--- src/ddcra_pkg.sv ---
package ddcra_pkg;

    // ----------------------------------------------------------------
    // Register map
    // ----------------------------------------------------------------
    localparam int ADDR_W = 13;
    localparam logic [12:0] ADDR_PORT_CFG = 13'h0000;
    localparam logic [12:0] ADDR_PART_ID = 13'h0001;
    localparam logic [12:0] ADDR_GRADE = 13'h0002;
    localparam logic [12:0] ADDR_CHAN_IDX = 13'h0005;
    localparam logic [12:0] ADDR_PWR_MODE = 13'h0008;
    localparam logic [12:0] ADDR_CLK_GLOBAL = 13'h0009;
    localparam logic [12:0] ADDR_XFER = 13'h00FF;

    // ----------------------------------------------------------------
    // Fields and reset values
    // ----------------------------------------------------------------
    localparam logic [7:0] PORT_CFG_RST = 8'h18;
    localparam logic [7:0] PORT_CFG_FIXED = 8'h18;
    localparam int CFG_LSB_HI = 6;
    localparam int CFG_LSB_LO = 1;
    localparam int CFG_SRST_HI = 5;
    localparam int CFG_SRST_LO = 2;
    localparam logic [1:0] CHAN_IDX_RST = 2'h3;
    localparam logic [1:0] CHAN_BOTH = 2'h3;
    localparam int XFER_BIT = 0;
    localparam int GRADE_SPEED_LSB = 4;
    localparam logic [7:0] PWR_MODE_RST = 8'h00;
    localparam logic [7:0] PWR_MODE_MASK = 8'h23;
    localparam int PWR_EXT_PIN_BIT = 5;
    localparam logic [7:0] CLK_GLOBAL_RST = 8'h01;
    localparam logic [7:0] CLK_GLOBAL_MASK = 8'h01;
    localparam int CLK_DCS_BIT = 0;

    // ----------------------------------------------------------------
    // Serial framing
    // ----------------------------------------------------------------
    localparam logic [3:0] INSTR_LAST_BIT = 4'hF;
    localparam int INSTR_RW_BIT = 15;
    localparam logic [2:0] BYTE_LAST_BIT = 3'h7;
    localparam int NUM_CHAN = 2;

    typedef enum logic [1:0] {
        DDCRA_IDLE = 2'b00,
        DDCRA_INSTR = 2'b01,
        DDCRA_DATA = 2'b11
    } ddcra_frame_t;

    typedef struct packed {
        logic [12:0] addr;
        logic [7:0] data;
    } ddcra_wr_t;

    typedef struct packed {
        logic ext_pin_standby;
        logic [1:0] pdn_mode;
    } ddcra_chan_ctrl_t;

endpackage

--- src/ddcra_regbank.sv ---
`timescale 1ns/10ps
module ddcra_regbank import ddcra_pkg::*; #(
    parameter logic [7:0] PART_IDENTITY_CODE = 8'hA5, // Arbitrary value
    parameter logic [1:0] SPEED_CODE = 2'h1 // Arbitrary value
) (
    input wire logic clk, // System clock
    input wire logic sys_rst, // Asynchronous reset
    input wire logic ce, // Clock enable
    input wire logic port_select_n, // Serial port select
    input wire logic sclk_in, // Serial shift clock
    input wire logic sdio_in, // Serial data in
    output logic sdio_out, // Serial data out
    output logic sdio_oe_n, // Low while driving data
    output ddcra_chan_ctrl_t [NUM_CHAN-1:0] chan_ctrl, // Live local controls
    output logic duty_stab_en, // Live global control
    output logic lsb_first // Current bit order
);

    // ----------------------------------------------------------------
    // Serial framing
    // ----------------------------------------------------------------
    ddcra_frame_t state_reg;
    logic sclk_q_reg;
    logic [3:0] bit_cnt_reg;
    logic [2:0] bit_idx_reg;
    logic [15:0] instr_sr_reg;
    logic [7:0] byte_sr_reg;
    logic [7:0] rd_byte_reg;
    logic [12:0] addr_reg;
    logic rd_frame_reg;
    logic lsb_first_reg;
    logic [1:0] chan_sel_reg;
    logic rise;
    logic fall;
    logic [15:0] instr_next;
    logic [7:0] byte_next;
    logic [2:0] out_sel;
    logic [7:0] rdata;
    ddcra_wr_t wr;
    logic wr_go;
    logic srst;
    logic xfer;
    logic [7:0] ch_shadow [NUM_CHAN];
    logic [7:0] ch_active [NUM_CHAN];
    logic [7:0] glb_shadow;
    logic [7:0] glb_active;

    assign rise = ce && !port_select_n && sclk_in && !sclk_q_reg;
    assign fall = ce && !port_select_n && !sclk_in && sclk_q_reg;
    // Shifting toward the LSB end in LSB-first mode lands bits in place
    assign instr_next = lsb_first_reg ? {sdio_in, instr_sr_reg[15:1]}
                                      : {instr_sr_reg[14:0], sdio_in};
    assign byte_next = lsb_first_reg ? {sdio_in, byte_sr_reg[7:1]}
                                     : {byte_sr_reg[6:0], sdio_in};
    assign out_sel = lsb_first_reg ? bit_idx_reg : BYTE_LAST_BIT - bit_idx_reg;

    always_ff @(posedge clk or posedge sys_rst) begin
        if (sys_rst) begin
            sclk_q_reg <= 1'b0;
        end else if (ce) begin
            sclk_q_reg <= sclk_in;
        end
    end

    always_ff @(posedge clk or posedge sys_rst) begin
        if (sys_rst) begin
            state_reg <= DDCRA_IDLE;
            bit_cnt_reg <= '0;
            bit_idx_reg <= '0;
            instr_sr_reg <= '0;
            byte_sr_reg <= '0;
            addr_reg <= '0;
            rd_frame_reg <= 1'b0;
        end else if (ce) begin
            if (port_select_n) begin
                state_reg <= DDCRA_IDLE;
                bit_cnt_reg <= '0;
                bit_idx_reg <= '0;
                rd_frame_reg <= 1'b0;
            end else begin
                unique case (state_reg)
                    DDCRA_IDLE: begin
                        state_reg <= DDCRA_INSTR;
                    end
                    DDCRA_INSTR: begin
                        if (rise) begin
                            instr_sr_reg <= instr_next;
                            bit_cnt_reg <= bit_cnt_reg + 4'h1;
                            if (bit_cnt_reg == INSTR_LAST_BIT) begin
                                state_reg <= DDCRA_DATA;
                                rd_frame_reg <= instr_next[INSTR_RW_BIT];
                                addr_reg <= instr_next[ADDR_W-1:0];
                            end
                        end
                    end
                    DDCRA_DATA: begin
                        if (rise) begin
                            byte_sr_reg <= byte_next;
                            bit_idx_reg <= bit_idx_reg + 3'h1;
                            // Streaming: address walks down MSB first, up LSB first
                            if (bit_idx_reg == BYTE_LAST_BIT) begin
                                addr_reg <= lsb_first_reg ? addr_reg + 13'h0001
                                                          : addr_reg - 13'h0001;
                            end
                        end
                    end
                    default: begin
                        state_reg <= DDCRA_IDLE;
                    end
                endcase
            end
        end
    end

    assign wr_go = rise && state_reg == DDCRA_DATA && !rd_frame_reg
                   && bit_idx_reg == BYTE_LAST_BIT;
    assign wr.addr = addr_reg;
    assign wr.data = byte_next;

    // ----------------------------------------------------------------
    // Read path
    // ----------------------------------------------------------------
    always_comb begin
        rdata = 8'h00;
        unique case (addr_reg)
            ADDR_PORT_CFG: begin
                rdata = PORT_CFG_FIXED;
                rdata[CFG_LSB_HI] = lsb_first_reg;
                rdata[CFG_LSB_LO] = lsb_first_reg;
            end
            ADDR_PART_ID: begin
                rdata = PART_IDENTITY_CODE;
            end
            ADDR_GRADE: begin
                rdata[GRADE_SPEED_LSB +: 2] = SPEED_CODE;
            end
            ADDR_CHAN_IDX: begin
                rdata[1:0] = chan_sel_reg;
            end
            ADDR_PWR_MODE: begin
                // Second copy only when channel B alone is chosen
                rdata = (chan_sel_reg == 2'h2) ? ch_shadow[1] : ch_shadow[0];
            end
            ADDR_CLK_GLOBAL: begin
                rdata = glb_shadow;
            end
            default: begin
                rdata = 8'h00;
            end
        endcase
    end

    always_ff @(posedge clk or posedge sys_rst) begin
        if (sys_rst) begin
            rd_byte_reg <= '0;
            sdio_out <= 1'b0;
        end else if (fall && state_reg == DDCRA_DATA && rd_frame_reg) begin
            if (bit_idx_reg == 3'h0) begin
                rd_byte_reg <= rdata;
                sdio_out <= rdata[out_sel];
            end else begin
                sdio_out <= rd_byte_reg[out_sel];
            end
        end
    end

    always_ff @(posedge clk or posedge sys_rst) begin
        if (sys_rst) begin
            sdio_oe_n <= 1'b1;
        end else if (ce) begin
            sdio_oe_n <= !(state_reg == DDCRA_DATA && rd_frame_reg && !port_select_n);
        end
    end

    // ----------------------------------------------------------------
    // Global control registers
    // ----------------------------------------------------------------
    // Port configuration is ignored unless every channel bit is set
    assign srst = wr_go && wr.addr == ADDR_PORT_CFG && chan_sel_reg == CHAN_BOTH
                  && (wr.data[CFG_SRST_HI] || wr.data[CFG_SRST_LO]);
    assign xfer = wr_go && wr.addr == ADDR_XFER && wr.data[XFER_BIT];

    always_ff @(posedge clk or posedge sys_rst) begin
        if (sys_rst) begin
            lsb_first_reg <= PORT_CFG_RST[CFG_LSB_HI];
        end else if (wr_go && wr.addr == ADDR_PORT_CFG && chan_sel_reg == CHAN_BOTH) begin
            lsb_first_reg <= wr.data[CFG_LSB_HI] || wr.data[CFG_LSB_LO];
        end
    end

    always_ff @(posedge clk or posedge sys_rst) begin
        if (sys_rst) begin
            chan_sel_reg <= CHAN_IDX_RST;
        end else if (ce) begin
            if (srst) begin
                chan_sel_reg <= CHAN_IDX_RST;
            end else if (wr_go && wr.addr == ADDR_CHAN_IDX) begin
                chan_sel_reg <= wr.data[1:0];
            end
        end
    end

    // ----------------------------------------------------------------
    // Function registers
    // ----------------------------------------------------------------
    for (genvar i = 0; i < NUM_CHAN; i++) begin : g_chan
        ddcra_shadow_reg #(
            .RST_VAL(PWR_MODE_RST),
            .MASK(PWR_MODE_MASK)
        ) u_pwr (
            .clk(clk),
            .sys_rst(sys_rst),
            .ce(ce),
            .wr_en(wr_go && wr.addr == ADDR_PWR_MODE && chan_sel_reg[i]),
            .wr_data(wr.data),
            .xfer(xfer),
            .srst(srst),
            .shadow_q(ch_shadow[i]),
            .active_q(ch_active[i])
        );
        assign chan_ctrl[i].pdn_mode = ch_active[i][1:0];
        assign chan_ctrl[i].ext_pin_standby = ch_active[i][PWR_EXT_PIN_BIT];
    end

    ddcra_shadow_reg #(
        .RST_VAL(CLK_GLOBAL_RST),
        .MASK(CLK_GLOBAL_MASK)
    ) u_clk_global (
        .clk(clk),
        .sys_rst(sys_rst),
        .ce(ce),
        .wr_en(wr_go && wr.addr == ADDR_CLK_GLOBAL),
        .wr_data(wr.data),
        .xfer(xfer),
        .srst(srst),
        .shadow_q(glb_shadow),
        .active_q(glb_active)
    );

    assign duty_stab_en = glb_active[CLK_DCS_BIT];
    assign lsb_first = lsb_first_reg;

    // ----------------------------------------------------------------
    // Checks
    // ----------------------------------------------------------------
    chk_local_one_copy: assert property (@(posedge clk) disable iff (sys_rst)
        (wr_go && wr.addr == ADDR_PWR_MODE && chan_sel_reg == 2'h1 && !srst)
        |=> (ch_shadow[0] == ($past(wr.data) & PWR_MODE_MASK)) && $stable(ch_shadow[1]))
        else $error("local write did not go to channel A copy only");

    chk_local_both_copies: assert property (@(posedge clk) disable iff (sys_rst)
        (wr_go && wr.addr == ADDR_PWR_MODE && chan_sel_reg == CHAN_BOTH)
        |=> (ch_shadow[0] == ch_shadow[1])
            && (ch_shadow[1] == ($past(wr.data) & PWR_MODE_MASK)))
        else $error("broadcast local write missed a channel copy");

    chk_read_first_chan: assert property (@(posedge clk) disable iff (sys_rst)
        (addr_reg == ADDR_PWR_MODE && chan_sel_reg == CHAN_BOTH) |-> (rdata == ch_shadow[0]))
        else $error("local read with both channels did not return channel A");

    chk_global_ignores_sel: assert property (@(posedge clk) disable iff (sys_rst)
        (wr_go && wr.addr == ADDR_CLK_GLOBAL)
        |=> (glb_shadow == ($past(wr.data) & CLK_GLOBAL_MASK)))
        else $error("global write was blocked by channel select");

    chk_unmapped_zero: assert property (@(posedge clk) disable iff (sys_rst)
        (addr_reg > ADDR_CLK_GLOBAL) |-> (rdata == 8'h00))
        else $error("unmapped address read nonzero");

    chk_order_switch: assert property (@(posedge clk) disable iff (sys_rst)
        (wr_go && wr.addr == ADDR_PORT_CFG && chan_sel_reg == CHAN_BOTH
         && wr.data[CFG_LSB_HI] && wr.data[CFG_LSB_LO]) |=> lsb_first ##1 lsb_first)
        else $error("bit order did not switch to LSB first");

    chk_cfg_guard: assert property (@(posedge clk) disable iff (sys_rst)
        (wr_go && wr.addr == ADDR_PORT_CFG && chan_sel_reg != CHAN_BOTH)
        |=> $stable(lsb_first_reg) && $stable(chan_sel_reg))
        else $error("port configuration changed without all channel bits");

    chk_xfer_self_clear: assert property (@(posedge clk) disable iff (sys_rst)
        (addr_reg == ADDR_XFER) |-> (rdata == 8'h00))
        else $error("transfer bit did not read back cleared");

endmodule // ddcra_regbank

--- src/ddcra_shadow_reg.sv ---
`timescale 1ns/10ps
module ddcra_shadow_reg import ddcra_pkg::*; #(
    parameter logic [7:0] RST_VAL = 8'h00,
    parameter logic [7:0] MASK = 8'hFF
) (
    input wire logic clk, // System clock
    input wire logic sys_rst, // Asynchronous reset
    input wire logic ce, // Clock enable
    input wire logic wr_en, // Write into shadow
    input wire logic [7:0] wr_data, // Write data
    input wire logic xfer, // Copy shadow to active
    input wire logic srst, // Soft reset to defaults
    output logic [7:0] shadow_q, // Shadow value
    output logic [7:0] active_q // Live value
);

    // A reset value outside the mask could never be restored by a host write
    if ((RST_VAL & ~MASK) != 8'h00) begin : g_bad_rst
        $error("reset value sets bits outside the write mask");
    end

    // ----------------------------------------------------------------
    // Shadow and active storage
    // ----------------------------------------------------------------
    always_ff @(posedge clk or posedge sys_rst) begin
        if (sys_rst) begin
            shadow_q <= RST_VAL;
        end else if (ce) begin
            if (srst) begin
                shadow_q <= RST_VAL;
            end else if (wr_en) begin
                shadow_q <= wr_data & MASK;
            end
        end
    end

    // Live copy moves only on transfer or soft reset, so all shadows switch in one cycle
    always_ff @(posedge clk or posedge sys_rst) begin
        if (sys_rst) begin
            active_q <= RST_VAL;
        end else if (ce) begin
            if (srst) begin
                active_q <= RST_VAL;
            end else if (xfer) begin
                active_q <= shadow_q;
            end
        end
    end

    chk_xfer_copies: assert property (@(posedge clk) disable iff (sys_rst)
        (ce && xfer && !srst) |=> (active_q == $past(shadow_q)))
        else $error("active value not loaded from shadow on transfer");

    chk_active_holds: assert property (@(posedge clk) disable iff (sys_rst)
        (!(ce && (xfer || srst))) |=> $stable(active_q))
        else $error("active value changed without transfer");

endmodule // ddcra_shadow_reg

--- config.mk ---
export PLATFORM = sky130hd
export DESIGN_NAME = ddcra_regbank
export DESIGN_NICKNAME = d
export VERILOG_FILES = /design/src/ddcra_pkg.sv /design/src/ddcra_regbank.sv /design/src/ddcra_shadow_reg.sv
export SDC_FILE = /design/constraint.sdc
export NUM_CORES = 1
export LEC_CHECK = 0
export BUFFER_PORTS_ARGS = -buffer_cell sky130_fd_sc_hd__buf_2
export CAP_MARGIN = 20
export CELL_PAD_IN_SITES_DETAIL_PLACEMENT = 1
export CELL_PAD_IN_SITES_GLOBAL_PLACEMENT = 2
export CORE_ASPECT_RATIO = 1.2
export CORE_MARGIN = 3
export CORE_UTILIZATION = 25
export CTS_CLUSTER_SIZE = 40
export DETAILED_ROUTE_END_ITERATION = 10
export GPL_TIMING_DRIVEN = 0
export HOLD_SLACK_MARGIN = 0.08
export MAX_ROUTING_LAYER = met4
export PLACE_DENSITY = 0.6
export SLEW_MARGIN = 20
export SYNTH_ARGS = -nofsm -noshare
export SYNTH_HDL_FRONTEND = slang
export SYNTH_SLANG_ARGS = --single-unit
export TNS_END_PERCENT = 100
--- constraint.sdc ---
create_clock -name clk -period 2.56 [get_ports clk]
set_input_delay 0.384 -clock clk [delete_from_list [all_inputs] [get_ports clk]]
set_output_delay 0.384 -clock clk [all_outputs]
set_load 0.005 [all_outputs]
# After elaboration in Yosys (flattened, before gate mapping)
# Cells that the tools add are included.
# word_totals
regBits	98
input_bits	6
output_inout_bits	10
# op_classes
addsub	5
magnitude_cmp	1
eq_ne	19
muxes	47
n_bitwise	1
n_reduce_logical	56
# ops
operator	count
13-bit 2-to-1 mux	5
8-bit 2-to-1 mux	8
13-bit by 4-bit == test with 1-bit output (second input constant)	2
13-bit case mux with 2 select lines	1
6-bit 2-to-1 mux	4
2-bit case mux with 4 select lines	3
1-bit logical AND	22
2-bit nonzero test	10
16-bit 2-to-1 mux	1
4-bit AND reduction	4
13-bit by 1-bit adder with 13-bit output (second input constant)	1
13-bit by 1-bit == test with 1-bit output (second input constant)	1
13-bit by 2-bit == test with 1-bit output (second input constant)	1
13-bit by 3-bit == test with 1-bit output (second input constant)	1
13-bit by 8-bit == test with 1-bit output (second input constant)	1
13-bit logical NOT	1
13-bit by 1-bit subtractor with 13-bit output (second input constant)	1
3-bit 2-to-1 mux	4
4-bit 2-to-1 mux	3
2-bit AND reduction	6
2-bit 2-to-1 mux	5
2-bit inequality test (second input constant)	5
2-bit case mux with 5 select lines	1
1-bit 2-to-1 mux	9
other kinds (19)	29

# Depth between registers and ports, before layout
# Gate-level depths: netlist (run 1).
# depth
word_depth	12
depth_mapped	9
depth_no_buf	8

# Hierarchy
# A second synthesis (run 1) with hierarchy kept.
# hier_totals
cells_unflattened	551
area_unflattened_um2	4797.1
# modules_own_cells
mod	instances	cells_each	area_per_inst_um2	seq_area_each_um2
ddcra_regbank	1	463	3917.5	1530.2
ddcra_shadow_reg (g_chan[0].u_pwr ...)	2	31	330.3	150.1
ddcra_shadow_reg (u_clk_global)	1	26	219.0	52.6

# Least setup slack after synthesis (run 1)
# OpenSTA, ideal clock, no wires.
# synth_path
path_kind	reg-to-reg
startpoint	register addr_reg[5]
endpoint	register g_chan[1].u_pwr.active_q[0]
setup_time_ns	0.074
arrival_ns	2.027
required_time_ns	2.486
path_slack_ns	0.459
stages_incl_launch_ff	9
path_buffers	2
path_cell_list	dfrtp_1 > buf_6 > or4_4 > nor4_4 > nand4_4 > nand2_4 > buf_8 > nand3_1 > o21ai_2
# synth_via
elab_chain_cells	6
elab_cells_between_ends	10
cone_classes	1 x eq/ne; 1 x mux; 8 x reduce/logical
# synth_rtl
item	line	source
start: declaration	ddcra_regbank.sv:29	logic [12:0] addr_reg;
start signal: assignment	ddcra_regbank.sv:92	addr_reg <= instr_next[ADDR_W-1:0];
start signal: assignment	ddcra_regbank.sv:102	addr_reg <= lsb_first_reg ? addr_reg + 13'h0001
13-bit logical NOT	ddcra_regbank.sv:179	assign srst = wr_go && wr.addr == ADDR_PORT_CFG && chan_sel_reg == CHAN_BOTH
1-bit logical AND (2 in series)	ddcra_regbank.sv:179	
1-bit logical AND	ddcra_regbank.sv:180	&& (wr.data[CFG_SRST_HI] || wr.data[CFG_SRST_LO]);
2-bit nonzero test (no line)	n/a	
2-bit AND reduction (no line)	n/a	
end signal: assignment	ddcra_shadow_reg.sv:45	active_q <= shadow_q;
end: declaration	ddcra_shadow_reg.sv:14	output logic [7:0] active_q
# Parallel ways exist; a longest one is shown, timed or not.
# A chain may end at the register's enable or synchronous reset.

# Worst setup path after layout (run 1)
# layout_path
startpoint	register bit_idx_reg[0]
endpoint	register g_chan[0].u_pwr.shadow_q[1]
# layout_via
elab_chain_cells	7
elab_cells_between_ends	10
cone_classes	1 x eq/ne; 1 x mux; 8 x reduce/logical
# layout_rtl
item	line	source
start: declaration	ddcra_regbank.sv:25	logic [2:0] bit_idx_reg;
start signal: assignment	ddcra_regbank.sv:99	bit_idx_reg <= bit_idx_reg + 3'h1;
3-bit == test *	ddcra_regbank.sv:116	&& bit_idx_reg == BYTE_LAST_BIT;
1-bit logical AND *	ddcra_regbank.sv:116	
1-bit logical AND (2 in series)	ddcra_regbank.sv:179	
1-bit logical AND	ddcra_regbank.sv:180	
2-bit nonzero test (no line)	n/a	
2-bit AND reduction (no line)	n/a	
end signal: assignment	ddcra_shadow_reg.sv:32	shadow_q <= wr_data & MASK;
end: declaration	ddcra_shadow_reg.sv:13	output logic [7:0] shadow_q,
# Mark *: on every way between the ends. The rest lies on a longest branch, timed or not.

==> results of run 1 <==
cell usage after synthesis, types with 2 or more instances:
library cell  instances  area share
and3_1                6      0.0085
a21oi_1              43       0.049
dfrtp_1              69        0.39
nand2b_1              9       0.013
mux2i_1              28       0.064
nand3b_1              2      0.0034
nand2_1              67       0.057
xor2_1                2      0.0040
nor3b_1               3      0.0051
nand4_1               5      0.0071
nor3_1               12       0.014
o21ai_0              45       0.051
nor4_1                3      0.0043
a2bb2oi_1             6       0.012
nand3_1              21       0.024
buf_2                 5      0.0057
a211oi_1              3      0.0051
o41ai_1               3      0.0060
a31oi_1               5      0.0071
mux2_2                7       0.018
and2_1                3      0.0043
nor2_1               37       0.032
or2_2                 2      0.0028
a22o_1                4      0.0080
clkbuf_1             20       0.017
dfstp_2               5       0.030
nor2b_1              10       0.014
o22ai_1               5      0.0071
ha_1                  9       0.026
and4b_1               2      0.0045
inv_1                20       0.017
or4_1                 3      0.0051
or3_1                 4      0.0057
o21ai_2               2      0.0040
o31ai_1               8       0.014
and3b_1               2      0.0040
stage by stage:
step | area (um^2) | worst slack (ns) | total power, mW | hold WS (ns) | util
2_1_floorplan | 4400 | 0.303 | 1.40 | 0.438 | -
3_3_place_gp | 4740 | -0.862 | 1.47 | 0.471 | 0.278
3_5_place_dp | 4770 | -0.187 | 1.48 | 0.425 | 0.280
4_1_cts | 5150 | 0.0393 | 3.02 | 0.339 | 0.302
5_1_grt | 5180 | 0.0104 | 3.11 | 0.362 | 0.304
6_report | 5180 | 0.187 | 2.97 | 0.353 | 0.304
cell type report:
type,count,area (um^2)
inverter,20,77.6
fill,2015,11900
clock buffer,9,225
timing repair buffer,18,123
clock inverter,7,124
tap,216,270
buffer,28,133
sequential,74,1860
multi-input combinational,382,2370
final timing paths:
path | from | to | cells past startpoint
max | bit_idx_reg[0] | g_chan[0].u_pwr.shadow_q[1] | 8
min | sclk_in | sclk_q_reg | 2
max reg2reg | bit_idx_reg[0] | g_chan[0].u_pwr.shadow_q[1] | 8
min reg2reg | rd_byte_reg[6] | rd_byte_reg[6] | 2
max in group asynchronous | sys_rst | chan_sel_reg[1] | 4
min in group asynchronous | sys_rst | byte_sr_reg[3] | 3
report_power, final:
| group | internal (mW) | total (mW) | switching (mW) |
|---|---|---|---|
| combinational | 0.0721 | 0.201 | 0.129 |
| sequential | 1.21 | 1.26 | 0.0473 |
| clock | 0.962 | 1.51 | 0.553 |
| total | 2.24 | 2.97 | 0.729 |
worst max-delay path, delay by kind of cell (launching register included):
family | cells | cell delay [ns]
flip-flops | 1 | 0.44
adder cells (fa/ha/maj) | 2 | 0.40
multiplexers | 1 | 0.19
AND/OR/NAND/NOR | 5 | 1.23
routing by layer:
layer  track usage  up-vias  wire length (um)
li1              -     1854                 -
met1         0.189     1917              6420
met2         0.260       35              6940
met3        0.0240       13               273
met4        0.0445        0               187
met5             -        -                 0
logic make-up after synthesis:
group,after synthesis,share of synthesized area
and+or+nand+nor,200,0.234
xor gates and xnor gates,2,0.00398
AOI/OAI and AO/OA,136,0.185
DFF,74,0.422
buffers and inverters,49,0.0477
muxes,35,0.0816
adders and majority gates,9,0.0256
timing repair:
action / 4_1_cts / 5_1_grt
setup buffers: 0 / 2
endpoints found under the setup margin: 14 / 18
hold endpoints to repair: 29 / 0
resized for setup: 4 / 6
hold buffers: 1 / 0
pin swaps: 0 / 1
==> results by group, run 1 <==
Clock network
  – CTS Root Cell: clkbuf_16
  – CTS clk-pin slew, worst paths: 0.07 ns
  – Worst-Skew Late Latency: 0.34 ns
  – Clk sink count: 74
  – TritonCTS Buffers: 9
  – Buffer depth of the longest clock path: 2
  – H-tree depth: 3
  – TritonCTS clock tree: done

STA
  – Setup violators final: 0
  – Min cycle time layout: 2.37 ns
  – Least-Margin Pin Slew: 0.799 ns
  – Peak Freq: 421 MHz
  – Setup TNS: 0 ns
  – Final hold violations: 0
  – Slew HR: 0.463
  – Unrepaired setup endpoints after global routing: false
  – Slew Viols, Final: 0
  – Period utilisation layout: 0.927
  – Clk_skew: 0.00834 ns

Setup path
  – CP Launch Type: register
  – Crit Path Max Fanout: 8
  – CP most frequent cell: ha_1
  – CP Cell Sequence: ha_1, ha_1, nand3_1, or3_4, nor4_4, nand2_1, mux2i_1, nor2_1
  – CP Class: register to register
  – Worst path slowest cell: dfrtp_2
  – Max incr delay on CP: 0.44 ns
  – Critical Path End Type: register
  – Critical path arrival: 2.60 ns
  – Data required time at the worst endpoint: 2.79 ns
  – Reg2reg setup slack: 0.19 ns

Route
  – WL final: 13,800 um
  – Number of detailed-route iterations in the first pass: 4
  – Routed len/inst: 18.3 um
  – Vias/cell: 5.06
  – DR iter-0 viols: 165
  – Final ANT Viol Nets: 0
  – Post-route DRC violation count: 0
  – DR vias: 3,819

Placement
  – Routability cong.: 0.790
  – Placed Cells: 736
  – PortBufs: 14
  – DP Wirelength: 10,300 um

Logic synthesis
  – Yosys warning total: 0
  – Mapped Area: 4400 um^2
  – Top_reg_cell synth: dfrtp_1
  – Synthesized Nets: 520
  – Sequential-to-total area share from yosys stat: 0.422
  – Post-synthesis cell type count: 61
  – Share of async-settable or async-resettable flops after synthesis: 1.00
  – Syn_area_per_cell: 8.72 um^2
  – Mapped Cells: 505
  – FF+latch count, synth: 74
  – Post-synth EDFFs: 0

Final layout
  – Final Non-Filler Cells: 754
  – Most common cell after layout, fill and taps aside: nand2_1
  – Max reg flops: 16
  – Antenna Cells: 0
  – Area grow syn2layout: 17.8%
  – Commonest cells after routing, fill and taps aside: nand2_1, dfrtp_1, o21ai_0, a21oi_1, nor2_1
  – Fraction of layout cells with a size suffix above 1: 0.138
  – Fin nets: 548

Global routing
  – Vias in the first global route: 4,012
  – Overflow after GRT: 0
  – Largest net degree at the start of global routing: 45
  – First-pass GRT wire length: 22,500 um
  – Antenna violations before repair: 0
  – Total track usage: 0.153

Floorplanning
  – Die Area: 19,200 um^2
  – Number of cell rows: 52
  – Area of the core: 17,000 um^2
  – Die width: 127 um
  – Initial Util: 0.258
  – IO Pins: 16
  – Die Y: 151 um

Power
  – Leakage: 2.16 nW
  – Cell Pwr Density: 574 nW/um^2
  – Peak supply drop: 0.000365 V

Job
  – Max Cap Viol: 0

Min path
  – Hold Path Class: input pin to register

Run status
  – Status: finished clean
Note: power is estimated with default switching activity, not from simulation.
==> run 2: changes to the inputs <==
GPL_TIMING_DRIVEN = not set   (was 0)
==> run 2 against run 1 <==
Clock skew about the same. Largest cell class unchanged. Sequential power barely moved. Register-to-register slack about the same. Largest power group is now sequential cells. Non-clock buffer count is 8 lower. Total power down 9.4%. Worst hold slack got worse by 0.25 ns. Design area down 1.8%.
==> results by group, run 2 (synthesis gave the netlist of run 1 again) <==
Run status
  – Status: finished clean

Placement
  – DP Wirelength: 9380 um (-9.0%)
  – PortBufs: 15 (+1)
  – Placed Cells: 730 (-0.82%)
  – Place WS: 0.212 ns (+0.399 ns)
  – Post-placement cell area: 4800 um^2 (+0.55%)
  – Routability cong.: 0.780 (-1.4%)

Clock network
  – H-tree depth: 3 (unchanged)
  – Setup bufs post-CTS: 0 (unchanged)
  – CTS clk-pin slew, worst paths: 0.06 ns (about the same)
  – Worst-Skew Late Latency: 0.34 ns (about the same)
  – Cts repair resizes: 0 (-4)
  – Buffer depth of the longest clock path: 2 (unchanged)
  – Clk sink count: 74 (unchanged)
  – TritonCTS Buffers: 9 (unchanged)
  – TritonCTS clock tree: done
  – CTS Root Cell: clkbuf_16
  – Cts hold-fix bufs: 0 (-1)

Final layout
  – Register area: 1860 um^2 (-0.13%)
  – Commonest cells after routing, fill and taps aside: dfrtp_1, nand2_1, o21ai_0, a21oi_1, nor2_1
  – Filler instances: 2,027 (+0.60%)
  – Final instance area: 5090 um^2 (-1.8%)
  – Max reg flops: 16 (unchanged)
  – Most common cell after layout, fill and taps aside: dfrtp_1
  – Fraction of layout cells with a size suffix above 1: 0.149 (+0.0115)
  – Area grow syn2layout: 15.6%
  – Final Non-Filler Cells: 746 (-1.1%)
  – Fin util: 0.299 (-0.00551)
  – Antenna Cells: 0 (unchanged)
  – Multi-input logic area: 2330 um^2 (-1.5%)
  – Fin nets: 540 (-1.5%)

Setup path
  – Crit Path Max Fanout: 10 (+2)
  – CP Cell Sequence: or4_1, nor4_4, and2_1, and3_1, nor2_1, a21oi_2
  – CP Launch Type: register
  – Data required time at the worst endpoint: 2.83 ns (+0.04 ns)
  – Max incr delay on CP: 0.65 ns (+0.21 ns)
  – Critical Path End Type: register
  – WP buf/inv: 0 (unchanged)
  – CP Class: register to register
  – Worst path slowest cell: or4_1
  – Critical path arrival: 2.66 ns (+0.06 ns)
  – Largest delay share family, worst path: simple AND/OR/NAND/NOR gates

Global routing
  – GRT Max-Usage Layer: met2
  – M3 GR Usage: 0.0183 (-0.00564)
  – GRT met2 Usage: 0.243 (-0.0172)
  – First-pass GRT wire length: 21,000 um (-6.7%)
  – Antenna violations before repair: 0 (unchanged)
  – Overflow after GRT: 0 (unchanged)
  – Met1 Usage GRT: 0.176 (-0.0128)
  – Vias in the first global route: 3,978 (-0.85%)
  – Largest net degree at the start of global routing: 75 (+67%)
  – Total track usage: 0.142 (-0.0112)

STA
  – Slew HR: 0.640 (+0.177)
  – Unrepaired setup endpoints after global routing: false
  – Setup TNS: 0 ns (unchanged)
  – Final hold violations: 0 (unchanged)
  – Peak Freq: 419 MHz (-0.59%)
  – Setup violators final: 0 (unchanged)
  – Clk_skew: 0.00839 ns (+0.0000577 ns)
  – Worst hold slack: 0.103 ns (-0.250 ns)
  – Min cycle time layout: 2.39 ns (+0.0141 ns)
  – Least-Margin Pin Slew: 0.536 ns (-0.262 ns)
  – Slew Viols, Final: 0 (unchanged)
  – Final worst slack: 0.173 ns (-0.0141 ns)
  – Period utilisation layout: 0.932 (+0.00550)

Floorplanning
  – Initial Util: 0.258 (unchanged)
  – Die Area: 19,200 um^2 (unchanged)
  – Area of the core: 17,000 um^2 (unchanged)
  – Die width: 127 um (unchanged)
  – Die Y: 151 um (unchanged)
  – IO Pins: 16 (unchanged)
  – Number of cell rows: 52 (unchanged)

Route
  – Post-route DRC violation count: 0 (unchanged)
  – Number of detailed-route iterations in the first pass: 4 (unchanged)
  – DR iter-0 viols: 153 (-7.3%)
  – DR vias: 3,759 (-1.6%)
  – Final ANT Viol Nets: 0 (unchanged)
  – Routed len/inst: 17.2 um (-6.0%)
  – Vias/cell: 5.04 (-0.52%)
  – WL final: 12,800 um (-7.0%)

Power
  – Cell Pwr Density: 529 nW/um^2 (-7.7%)
  – Leakage: 2.13 nW (-1.5%)
  – Peak supply drop: 0.000245 V (-33%)
  – Tot Pwr: 2.70 mW (-9.4%)

Job
  – Max Cap Viol: 0 (unchanged)

Min path
  – Hold Path Class: input pin to async pin
[run 2: cell count changes in the layout (fill, tap and decap cells not counted), moves of 3 or more]
cell / change
buf_4: +20
clkbuf_1: -19
buf_2: -5
bufinv_16: -3
clkinvlp_4: +3
[run 2: where the power goes]
part           internal (mW)  leakage (nW)  switching, mW
logic                 0.0704          1.06          0.122
registers               1.21         0.942         0.0480
clock network          0.711         0.130          0.532
[run 2: area by class of cell]
type	instances	area share
sequential	74	0.365
clock buffer	11	0.0496
multi-input combinational	382	0.459
inverter	20	0.0147
tap	216	0.0531
clock inverter	5	0.00762
timing repair buffer	38	0.0511
[run 2: routing by layer]
layer,routed length [um],part of all wire,vias to the layer above
met2,6490,0.51,21
met3,142,0.011,7
met1,6070,0.47,1888
li1,-,-,1843
met5,0,0,-
met4,138,0.011,0
[run 2: worst paths after layout]
path / startpoint / end / slack, ns / depth (start not counted)
worst min register to register: rd_byte_reg[6] / rd_byte_reg[6] / 0.48 / 2
worst max-delay path: addr_reg[8] / u_clk_global.active_q[0] / 0.17 / 6
worst min-delay path: sys_rst / g_chan[0].u_pwr.active_q[1] / 0.10 / 3
worst max register to register: addr_reg[8] / u_clk_global.active_q[0] / 0.17 / 6
min in group clk: sclk_in / sclk_q_reg / 0.35 / 2
max in group asynchronous: sys_rst / chan_sel_reg[1] / 2.05 / 3
[run 2: tightest hold or removal path: cells and delay by family]
| kind | cells | cell delay (ns) |
|---|---|---|
| buffers and inverters | 3 | 0.48 |
